--- config.mk ---
export PLATFORM = sky130hd
export DESIGN_NAME = ijcmr_regs
export DESIGN_NICKNAME = d
export VERILOG_FILES = /design/src/design/ijcmr_pkg.sv /design/src/design/ijcmr_regs.sv
export VERILOG_INCLUDE_DIRS = /design/src /design/src/design
export SDC_FILE = /design/constraint.sdc
export NUM_CORES = 1
export LEC_CHECK = 0
export BUFFER_PORTS_ARGS = -buffer_cell sky130_fd_sc_hd__clkbuf_2
export CORE_MARGIN = 5
export CORE_UTILIZATION = 53
export DETAILED_ROUTE_END_ITERATION = 8
export PLACE_DENSITY_LB_ADDON = 0.08
export SLEW_MARGIN = 15
export SYNTH_ARGS = -nofsm -noshare
export SYNTH_HDL_FRONTEND = slang
export SYNTH_SLANG_ARGS = --single-unit
--- constraint.sdc ---
create_clock -name ref_clk -period 4.2 [get_ports ref_clk]
set_input_delay 0.63 -clock ref_clk [delete_from_list [all_inputs] [get_ports ref_clk]]
set_output_delay 0.63 -clock ref_clk [all_outputs]
set_load 0.01 [all_outputs]
--- src/design/ijcmr_cfg.svh ---
`ifndef IJCMR_CFG_SVH
`define IJCMR_CFG_SVH

// Register numbers as the master addresses them
`define IJCMR_ADDR_W 20
`define IJCMR_ADDR_FLOW_LO 20'h61eec
`define IJCMR_ADDR_FLOW_HI 20'h61eee
`define IJCMR_ADDR_AIN_CTRL 20'h61ef0
`define IJCMR_ADDR_CUR_LO 20'h61ef2
`define IJCMR_ADDR_CUR_HI 20'h61ef4
`define IJCMR_ADDR_TOT_CLR 20'h61ef6
`define IJCMR_ADDR_ALM_CLR 20'h61ef8
`define IJCMR_ADDR_BAT_HI 20'h61efa
`define IJCMR_ADDR_BAT_LO 20'h61efb
`define IJCMR_ADDR_ALM_HI 20'h61efc
`define IJCMR_ADDR_ALM_LO 20'h61efd
`define IJCMR_ADDR_TANK_HI 20'h61efe
`define IJCMR_ADDR_TANK_LO 20'h61eff
`define IJCMR_ADDR_KF_HI 20'h61f00
`define IJCMR_ADDR_KF_LO 20'h61f01

// Current setpoint limits, 0.01 mA steps
`define IJCMR_CUR_MIN 32'h0000_0190
`define IJCMR_CUR_MAX 32'h0000_07d0
`define IJCMR_CUR_STEP 16'h0001
`define IJCMR_CUR_GAP 16'h0002

// Flow-rate setpoint limits, 0.01 gallon steps
`define IJCMR_FLOW_MIN 32'h0000_000a
`define IJCMR_FLOW_MAX 32'h0000_ea60

// Command value that fires a clear
`define IJCMR_CMD_FIRE 32'h0000_0001
`define IJCMR_CMD_IDLE 32'h0000_0000

// Mode field code that selects flow control
`define IJCMR_AIN_FLOW_CODE 32'h0000_0001

// Alarm word: keeps the defined bits, forces bits 0, 11 and 15 low
`define IJCMR_ALM_UNUSED_MASK 16'h77fe

`endif

--- src/design/ijcmr_pkg.sv ---
package ijcmr_pkg;

  // Analog input control field
  typedef enum logic [0:0] {
    AIN_OFF,
    AIN_FLOW
  } ijcmr_ain_mode_e;

  // Stored setpoint word
  typedef logic [15:0] ijcmr_word_t;

endpackage

--- src/design/ijcmr_regs.sv ---
`timescale 1ns/100ps
`default_nettype none
`include "ijcmr_cfg.svh"

module ijcmr_regs (
  // Clock and reset
  input wire logic ref_clk,
  input wire logic reset_n,
  // Register access
  input wire logic reg_wr,
  input wire logic reg_rd,
  input wire logic [`IJCMR_ADDR_W-1:0] reg_addr,
  input wire logic [31:0] reg_wdata,
  output logic [31:0] reg_rdata,
  output logic reg_rvalid,
  // Live status from the controller
  input wire logic [15:0] battery_mv,
  input wire logic [15:0] alarm_active,
  input wire logic [15:0] alarm_relay_mode,
  input wire logic [15:0] tank_height,
  input wire logic tank_level_monitor,
  input wire logic [15:0] meter_scale,
  // Setpoints and mode toward the controller
  output logic [15:0] flow_low_setpoint,
  output logic [15:0] flow_high_setpoint,
  output logic flow_setpoints_apply,
  output logic [15:0] current_low_setpoint,
  output logic [15:0] current_high_setpoint,
  // One-cycle commands
  output logic volume_total_clear_pulse,
  output logic alarm_clear_pulse
);

  // Stored state
  ijcmr_pkg::ijcmr_word_t flow_lo_q, flow_lo_d;
  ijcmr_pkg::ijcmr_word_t flow_hi_q, flow_hi_d;
  ijcmr_pkg::ijcmr_word_t cur_lo_q, cur_lo_d;
  ijcmr_pkg::ijcmr_word_t cur_hi_q, cur_hi_d;
  ijcmr_pkg::ijcmr_ain_mode_e ain_mode_q, ain_mode_d;
  logic [31:0] tot_last_q;
  logic [31:0] alm_last_q;
  logic tot_pulse_q;
  logic alm_pulse_q;
  logic apply_q;
  logic [31:0] rdata_q, rdata_d;
  logic rvalid_q;

  // Address decode
  wire logic hit_flow_lo = reg_addr == `IJCMR_ADDR_FLOW_LO;
  wire logic hit_flow_hi = reg_addr == `IJCMR_ADDR_FLOW_HI;
  wire logic hit_ain = reg_addr == `IJCMR_ADDR_AIN_CTRL;
  wire logic hit_cur_lo = reg_addr == `IJCMR_ADDR_CUR_LO;
  wire logic hit_cur_hi = reg_addr == `IJCMR_ADDR_CUR_HI;
  wire logic hit_tot = reg_addr == `IJCMR_ADDR_TOT_CLR;
  wire logic hit_alm = reg_addr == `IJCMR_ADDR_ALM_CLR;

  // Write strobes, one per writable register
  wire logic wr_flow_lo = reg_wr && hit_flow_lo;
  wire logic wr_flow_hi = reg_wr && hit_flow_hi;
  wire logic wr_ain = reg_wr && hit_ain;
  wire logic wr_cur_lo = reg_wr && hit_cur_lo;
  wire logic wr_cur_hi = reg_wr && hit_cur_hi;
  wire logic wr_tot = reg_wr && hit_tot;
  wire logic wr_alm = reg_wr && hit_alm;

  // Stored values widened for comparison with the 32-bit write data
  wire logic [31:0] cur_lo_w = {16'h0000, cur_lo_q};
  wire logic [31:0] cur_hi_w = {16'h0000, cur_hi_q};

  // Low current setpoint: range 400..2000 and strictly below the high one
  wire logic [15:0] cur_lo_ceil = cur_hi_q - `IJCMR_CUR_STEP;
  wire logic cur_lo_under = reg_wdata < `IJCMR_CUR_MIN;
  wire logic cur_lo_over = (reg_wdata > `IJCMR_CUR_MAX) || (reg_wdata >= cur_hi_w);
  wire logic [15:0] cur_lo_clamped = cur_lo_under ? 16'(`IJCMR_CUR_MIN) :
                                     cur_lo_over ? cur_lo_ceil : reg_wdata[15:0];

  // High current setpoint: must exceed low plus one step, at most 2000
  wire logic [31:0] cur_hi_floor_w = cur_lo_w + {16'h0000, `IJCMR_CUR_GAP};
  wire logic [15:0] cur_hi_floor = (cur_hi_floor_w > `IJCMR_CUR_MAX) ?
                                   16'(`IJCMR_CUR_MAX) : cur_hi_floor_w[15:0];
  wire logic cur_hi_under = reg_wdata < cur_hi_floor_w;
  wire logic cur_hi_over = reg_wdata > `IJCMR_CUR_MAX;
  wire logic [15:0] cur_hi_clamped = cur_hi_over ? 16'(`IJCMR_CUR_MAX) :
                                     cur_hi_under ? cur_hi_floor : reg_wdata[15:0];

  // Flow-rate setpoints held within 10..60000
  wire logic [15:0] flow_clamped = (reg_wdata < `IJCMR_FLOW_MIN) ? 16'(`IJCMR_FLOW_MIN) :
                                   (reg_wdata > `IJCMR_FLOW_MAX) ? 16'(`IJCMR_FLOW_MAX) :
                                   reg_wdata[15:0];

  // Mode field: only the two coded values are taken, anything else means off
  wire logic ain_flow_wr = reg_wdata == `IJCMR_AIN_FLOW_CODE;

  // Commands fire only on a change to the firing value
  wire logic tot_fire = wr_tot && (reg_wdata == `IJCMR_CMD_FIRE) &&
                        (tot_last_q != `IJCMR_CMD_FIRE);
  wire logic alm_fire = wr_alm && (reg_wdata == `IJCMR_CMD_FIRE) &&
                        (alm_last_q != `IJCMR_CMD_FIRE);

  // Alarm word: active and not in relay mode, unused bits held low
  wire logic [15:0] alarm_word = alarm_active & ~alarm_relay_mode &
                                 `IJCMR_ALM_UNUSED_MASK;

  // Tank height only on units with level monitoring
  wire logic [15:0] tank_word = tank_level_monitor ? tank_height : 16'h0000;

  // Next values of the setpoints; read-only addresses never reach these
  always_comb begin
    flow_lo_d = wr_flow_lo ? flow_clamped : flow_lo_q;
    flow_hi_d = wr_flow_hi ? flow_clamped : flow_hi_q;
    cur_lo_d = wr_cur_lo ? cur_lo_clamped : cur_lo_q;
    cur_hi_d = wr_cur_hi ? cur_hi_clamped : cur_hi_q;
    ain_mode_d = ain_mode_q;
    if (wr_ain) begin
      ain_mode_d = ain_flow_wr ? ijcmr_pkg::AIN_FLOW : ijcmr_pkg::AIN_OFF;
    end
  end

  // Read mux; write-only, unused upper and unmapped words read zero
  always_comb begin
    rdata_d = 32'h0000_0000;
    unique case (reg_addr)
      `IJCMR_ADDR_FLOW_LO: rdata_d = {16'h0000, flow_lo_q};
      `IJCMR_ADDR_FLOW_HI: rdata_d = {16'h0000, flow_hi_q};
      `IJCMR_ADDR_AIN_CTRL: rdata_d = {31'h0000_0000, ain_mode_q == ijcmr_pkg::AIN_FLOW};
      `IJCMR_ADDR_CUR_LO: rdata_d = cur_lo_w;
      `IJCMR_ADDR_CUR_HI: rdata_d = cur_hi_w;
      `IJCMR_ADDR_BAT_LO: rdata_d = {16'h0000, battery_mv};
      `IJCMR_ADDR_ALM_LO: rdata_d = {16'h0000, alarm_word};
      `IJCMR_ADDR_TANK_LO: rdata_d = {16'h0000, tank_word};
      `IJCMR_ADDR_KF_LO: rdata_d = {16'h0000, meter_scale};
      `IJCMR_ADDR_BAT_HI, `IJCMR_ADDR_ALM_HI,
      `IJCMR_ADDR_TANK_HI, `IJCMR_ADDR_KF_HI: rdata_d = 32'h0000_0000;
      default: rdata_d = 32'h0000_0000;
    endcase
  end

  // Setpoint and mode registers
  always_ff @(posedge ref_clk) begin
    if (!reset_n) begin
      flow_lo_q <= 16'(`IJCMR_FLOW_MIN);
      flow_hi_q <= 16'(`IJCMR_FLOW_MAX);
      cur_lo_q <= 16'(`IJCMR_CUR_MIN);
      cur_hi_q <= 16'(`IJCMR_CUR_MAX);
      ain_mode_q <= ijcmr_pkg::AIN_OFF;
    end else begin
      flow_lo_q <= flow_lo_d;
      flow_hi_q <= flow_hi_d;
      cur_lo_q <= cur_lo_d;
      cur_hi_q <= cur_hi_d;
      ain_mode_q <= ain_mode_d;
    end
  end

  // Last written command values and the resulting pulses
  always_ff @(posedge ref_clk) begin
    if (!reset_n) begin
      tot_last_q <= `IJCMR_CMD_IDLE;
      alm_last_q <= `IJCMR_CMD_IDLE;
      tot_pulse_q <= 1'b0;
      alm_pulse_q <= 1'b0;
    end else begin
      if (wr_tot) begin
        tot_last_q <= reg_wdata;
      end
      if (wr_alm) begin
        alm_last_q <= reg_wdata;
      end
      tot_pulse_q <= tot_fire;
      alm_pulse_q <= alm_fire;
    end
  end

  // Flow setpoints are handed on only while analog input is in flow mode
  always_ff @(posedge ref_clk) begin
    if (!reset_n) begin
      apply_q <= 1'b0;
    end else begin
      apply_q <= ain_mode_d == ijcmr_pkg::AIN_FLOW;
    end
  end

  // Registered read answer, one cycle after the read strobe
  always_ff @(posedge ref_clk) begin
    if (!reset_n) begin
      rdata_q <= 32'h0000_0000;
      rvalid_q <= 1'b0;
    end else begin
      rdata_q <= reg_rd ? rdata_d : 32'h0000_0000;
      rvalid_q <= reg_rd;
    end
  end

  // Outputs straight from flip-flops
  assign reg_rdata = rdata_q;
  assign reg_rvalid = rvalid_q;
  assign flow_low_setpoint = flow_lo_q;
  assign flow_high_setpoint = flow_hi_q;
  assign flow_setpoints_apply = apply_q;
  assign current_low_setpoint = cur_lo_q;
  assign current_high_setpoint = cur_hi_q;
  assign volume_total_clear_pulse = tot_pulse_q;
  assign alarm_clear_pulse = alm_pulse_q;

endmodule // ijcmr_regs
`default_nettype wire

After elaboration in Yosys (flattened, before gate mapping) --
Cells that the tools add are included.
Storage, ports and cells: bits in registers 164, latch bits 0, bits in writable memories 0, memory bits (read-only) 0, output and inout bits 100, logic and storage cells 59, memories kept 0
Cells by class: $add $sub $neg 2, $mul 0, div/mod/pow operators 0, $lt $le $gt $ge 7, equality and inequality tests 14, shift-type cells 0, mux-type cells 10, bitwise logic cells 2, reduce and logical (&&, ||, !) cells 13
Operator list (number):
- 20-bit by 19-bit == test with 1-bit output, second input constant | 11
- 16-bit case mux with 9 select lines | 1
- 16-bit 2-to-1 mux | 8
- 32-bit by 1-bit != test with 1-bit output, second input constant | 2
- 32-bit by 1-bit == test with 1-bit output, second input constant | 1
- 32-bit by 16-bit greater-or-equal comparator with 1-bit output | 1
- 32-bit by 11-bit > comparator with 1-bit output, second input constant | 1
- 32-bit by 16-bit > comparator with 1-bit output, second input constant | 1
- 32-bit by 17-bit less-than comparator with 1-bit output | 1
- 32-bit by 4-bit less-than comparator with 1-bit output, second input constant | 1
- 32-bit by 9-bit less-than comparator with 1-bit output, second input constant | 1
- 16-bit by 2-bit adder with 17-bit output, second input constant | 1
- 17-bit by 11-bit > comparator with 1-bit output, second input constant | 1
- 16-bit by 1-bit subtractor with 16-bit output, second input constant | 1
- 15-bit bitwise AND | 1
- 15-bit NOT | 1
- 1-bit logical AND | 11
- 2-bit AND reduction | 1
- 1-bit logical OR | 1
- 1-bit 2-to-1 mux | 1

Depth between registers and ports, before layout --
word-level depth 5, gate-level depth with buffers 15, depth with buffers taken out 14

Worst setup path before layout --
Ideal clock, no wire load.
path type register to register, start point reg cur_lo_q[1] (netlist: current_low_setpoint[1]), end point reg cur_hi_q[2] (netlist: current_high_setpoint[2]), setup time 122 ps, arrival time 3005 ps, path slack 1073 ps, stages on the path, launching flop included 14, buffers on the path 0, clock period less this slack 3127 ps, cell sequence dfxtp_1 -> ha_1 -> and4_1 -> nand2_1 -> xnor2_1 -> inv_1 -> ha_1 -> a211o_1 -> a31o_2 -> o2111a_1 -> o32ai_1 -> a21o_1 -> a21oi_1 -> a221o_1
On the way: cells in the longest elaborated chain, start to end 5, elaborated cells between the ends (all ways) 6, those cells by class add/sub (1); order compare (2); mux (3)
RTL lines:
- start, declared | line ijcmr_regs.sv:37 | ijcmr_pkg::ijcmr_word_t cur_lo_q, cur_lo_d;
- start signal, assigned | line ijcmr_regs.sv:143 | cur_lo_q <= 16'(`IJCMR_CUR_MIN);
- start signal, assigned | line ijcmr_regs.sv:149 | cur_lo_q <= cur_lo_d;
- 16-bit by 2-bit adder with 17-bit output * | line ijcmr_regs.sv:78 | wire logic [31:0] cur_hi_floor_w = cur_lo_w + {16'h0000, `IJCMR_CUR_GAP};
- 17-bit by 11-bit > comparator with 1-bit output (no line)
- 16-bit 2-to-1 mux | line ijcmr_regs.sv:79 | wire logic [15:0] cur_hi_floor = (cur_hi_floor_w > `IJCMR_CUR_MAX) ?
- 16-bit 2-to-1 mux * | line ijcmr_regs.sv:84 | cur_hi_under ? cur_hi_floor : reg_wdata[15:0];
- 16-bit 2-to-1 mux * | line ijcmr_regs.sv:83 | wire logic [15:0] cur_hi_clamped = cur_hi_over ? 16'(`IJCMR_CUR_MAX) :
- end signal, assigned | line ijcmr_regs.sv:144 | cur_hi_q <= 16'(`IJCMR_CUR_MAX);
- end signal, assigned | line ijcmr_regs.sv:150 | cur_hi_q <= cur_hi_d;
- end, declared | line ijcmr_regs.sv:38 | ijcmr_pkg::ijcmr_word_t cur_hi_q, cur_hi_d;
Mark *: on every way between the ends. The rest lies on a longest branch, timed or not. A chain may end at the register's enable or synchronous reset.

Final worst setup path --
start point reg cur_lo_q[1] (netlist: current_low_setpoint[1]), end point reg cur_hi_q[5] (netlist: current_high_setpoint[5])
The elaborated chain is that of the path after synthesis.

==> flow_summary_export.csv <==
group,metric,value,unit
run_status,status,"complete, no violations",
global_route,grt_pass1_vias,7928,
yosys,synth-simple-area-share,25.7,%
timing,setup_viol,0,
yosys,synth_area,8070,sq um
setup_path,critPathMaxFanout,7,
route,wl_met2,14100,microns
finish,final_cells,1396,
setup_path,timing.rr.start,"current_low_setpoint[1]",
place,place_area,9200,sq um
yosys,synth_ff_type,"dfxtp_1",
setup_path,r2r_end,"current_high_setpoint[5]",
yosys,synth_top_family_by_area,"simple AND/OR/NAND/NOR gates",
timing,fin_tns_setup,0,ns
setup_path,startpoint_type,"flop",
finish,finalNetCount,1360,
die,fp.coreArea,15100,sq um
timing,fin_skew,0.00702,ns
setup_path,crit_type,"flop to flop",
timing,clock.fmax,0.277,GHz
yosys,ys_seq_area_share,36.7,%
worst_hold_path,hold_path_class,"primary input to flop",
power,clkPwrFrac,46.6,%
yosys,synth_edf_count,0,
route,vias_per_cell,6.16,
cts,worstSkewPairLatency,0.43,ns
power,power.density,311,nW/um^2
power,p_sw_share,24.7,%
power,intPower,2280,uW
route,highest_layer,"met4",
yosys,postSynthCellCount,1017,
finish,multi_input_area,4620,sq um
cts,cts_made_buffers,17,
timing,slew-limit-headroom,28.7,%
place,port_buffers,214,
route,wl_met3,2790,microns
cts,cts-root-buf,"clkbuf_16",
yosys,async_flop_share,0,%
power,pwr-share-comb,7.0,%
finish,syn2layout_area_growth,20.7,%
die,start_util,53.5,%
cts,hold_buffers,0,
cts,post_cts_resized,0,
worst_hold_path,whs_path_depth,3,
timing,finalCritPeriodShare,86.1,%
yosys,synth_top_area_share,36.7,%
yosys,synth.area.mux_share,1.77,%
power,netSwitchingPower,747,uW
power,p_seq_share,46.4,%
place,dp.cells,1365,
setup_path,reg2reg_slack,0.59,ns
global_route,grt_max_degree,67,
setup_path,cp_data_arrival_time,3.93,ns
setup_path,crit_slowest_cell,"dfxtp_1",
route,drtPass1Iterations,9,
global_route,grt_pass1_wl,44200,microns
setup_path,worstRegToRegCells,13,
setup_path,required,4.52,ns
cts,cts_buffer_depth,2,
cts,cts.sinks,148,
timing,finalHoldViolations,0,
yosys,synth_fa_ha_area_share,4.18,%
timing,rsz0062_at_grt,"no",
die,row_count,45,
route,wl_per_cell,20.7,microns
setup_path,slowest_delay,0.52,ns
power,power.leakage,0.00382,uW
yosys,avgSynthCellArea,7.94,sq um
die,die_area,17800,sq um
yosys,synth_compound_area_share,20.5,%
global_route,grt_usage,31.5,%
yosys,ys_seq_elements,148,
finish,n_antenna_cell,0,
global_route,antenna_found_initial,0,
route,wl_met1,11100,microns
yosys,synth_largest_area_cell,"dfxtp_1",
setup_path,critPathMostFrequentCell,"ha_1",
finish,final_area,9740,sq um
setup_path,worstSetupEndpointType,"flop",
yosys,ys_types,69,
cts,cts_tree,"built",
cts,path_clk_slew,0.06,ns
die,ioPinCount,237,
route,drtAntennaViolNets,0,
yosys,yosysWarnings,0,
yosys,synth_xor_area_share,4.14,%
finish,drive_gt1_share,24.3,%
route,vias,8598,
timing,final.min_clock_period,3.61,ns
route,first_iter_violations,864,
die,die_h,133,microns
setup_path,path_cells,"ha_1 -> and4_1 -> nand2_1 -> xnor2_1 -> inv_1 -> ha_1 -> a211o_1 -> a31o_2 -> o2111a_1 -> o32ai_1 -> a21o_1 -> a21oi_1 -> a221o_1",
flow_run,cap_violations,0,
place,dp_hpwl,21300,microns
cts,h-tree-depth,4,
power,ir_drop,0.363,mV
timing,worst_slew_pin_slew,1.07,ns
worst_hold_path,hold_start,"reg_wdata[31]",
cts,postCtsSetupBuffers,0,
die,die_w,133,microns
worst_hold_path,hold_path_end,"alm_last_q[31]",
yosys,synth.area.top_cells,"dfxtp_1 (37%), nand2_1 (8.9%), a21oi_1 (6.1%)",
global_route,gr-total-overflow,0,
finish,nFillCells,1372,
finish,seqCellArea,2960,sq um
route,wl,28900,microns
place,routabilityCongestion,0.976,
timing,final_max_slew_viol_count,0,
route,drcViolationCount,0,
flip-flops by register name, indices dropped and copies added (netlist names), 16 cells and up:
name and count:
alm_last_q 32, tot_last_q 32, current_high_setpoint 16, current_low_setpoint 16
flow_high_setpoint 16, flow_low_setpoint 16, reg_rdata 16
worst max-delay path: cells and delay by family (launching register included):
kind / cells / cell delay [ns]
DFF: 1 / 0.52
buffers and inverters: 1 / 0.08
and+or+nand+nor: 2 / 0.36
AOI/OAI and AO/OA: 7 / 1.78
adders and majority gates: 2 / 0.51
xor gates and xnor gates: 1 / 0.25
power groups by stage:
stage,sequential (uW),combinational [uW],clock (uW)
2_1_floorplan,1440,101,0
3_3_place_gp,1440,205,0
3_5_place_dp,1440,206,0
4_1_cts,1400,208,1420
5_1_grt,1400,227,1480
6_report,1400,212,1410
worst max path at each step:
stage / startpoint / slack [ns] / end
2_1_floorplan: current_low_setpoint[1] / 1.07 / current_high_setpoint[2]
3_3_place_gp: reg_wdata[21] / 0.68 / current_high_setpoint[9]
3_5_place_dp: reg_wdata[21] / 0.67 / current_high_setpoint[7]
4_1_cts: current_low_setpoint[1] / 0.66 / current_high_setpoint[5]
5_1_grt: current_low_setpoint[1] / 0.37 / current_high_setpoint[1]
6_report: current_low_setpoint[1] / 0.59 / current_high_setpoint[5]
cell usage in the layout (no fill, tap or decap), types with 12 or more instances in the layout:
cell       synthesis  final
clkbuf_2           0    214
nand2_1          192    192
dfxtp_1          148    148
a21oi_1           99     99
nor2_1            35     35
inv_1             35     35
nand3_1           31     31
nor3_1            30     29
a222oi_1          29     29
ha_1              27     27
nor4_1            26     25
o21ai_0           25     25
buf_4             16     23
xnor2_1           21     21
a22oi_1           20     20
a31oi_1           19     19
nand4_1           18     18
nor2b_1           17     17
clkbuf_16          0     17
conb_1             1     16
xor2_1            12     12
mux2i_1           12     12
cell families after synthesis:
| family | count (synthesis) |
|---|---|
| compound gates | 248 |
| fa+ha+maj | 27 |
| buf+inv | 128 |
| xor+xnor | 35 |
| simple gates | 416 |
| flops | 148 |
| other cells | 1 |
| mux | 14 |
layer usage:
metal  global-route usage [%]  vias up
met1                     37.8     4038
met4                     12.1        0
met2                     54.1      469
li1                         -     4025
met3                     8.31       66
met5                        0        -
synthesized netlist by cell type, types with 10 or more instances:
cell	n
nor2b_1	17
xnor2_1	21
nor3_1	30
buf_4	16
or3_1	10
nor2_1	35
a31oi_1	19
a22oi_1	20
mux2i_1	12
nand4_1	18
nor4_1	26
inv_1	35
ha_1	27
and3_1	10
o21ai_0	25
nand2_1	192
a222oi_1	29
clkbuf_1	64
a21oi_1	99
nand3_1	31
buf_2	12
xor2_1	12
dfxtp_1	148
through the flow:
step                total power (uW)  setup slack [ns]  hold WS [ns]  utilization, %
finish                          3030             0.585         0.447            64.6
global route                    3110             0.374         0.454            64.6
CTS                             3030             0.656         0.446            64.6
detailed placement              1640             0.674         0.443            61.0
global placement                1640             0.678         0.439            61.0
floorplan                       1540              1.07         0.427               -
cell type report:
type	count	area share [%]
Sequential cell	148	30.4
Multi-Input combinational cell	756	47.4
Clock buffer	20	4.79
Timing Repair Buffer	237	12.8
Tap cell	188	2.41
Inverter	36	1.39
Clock inverter	11	0.809
(Power assumes the default switching activity.)
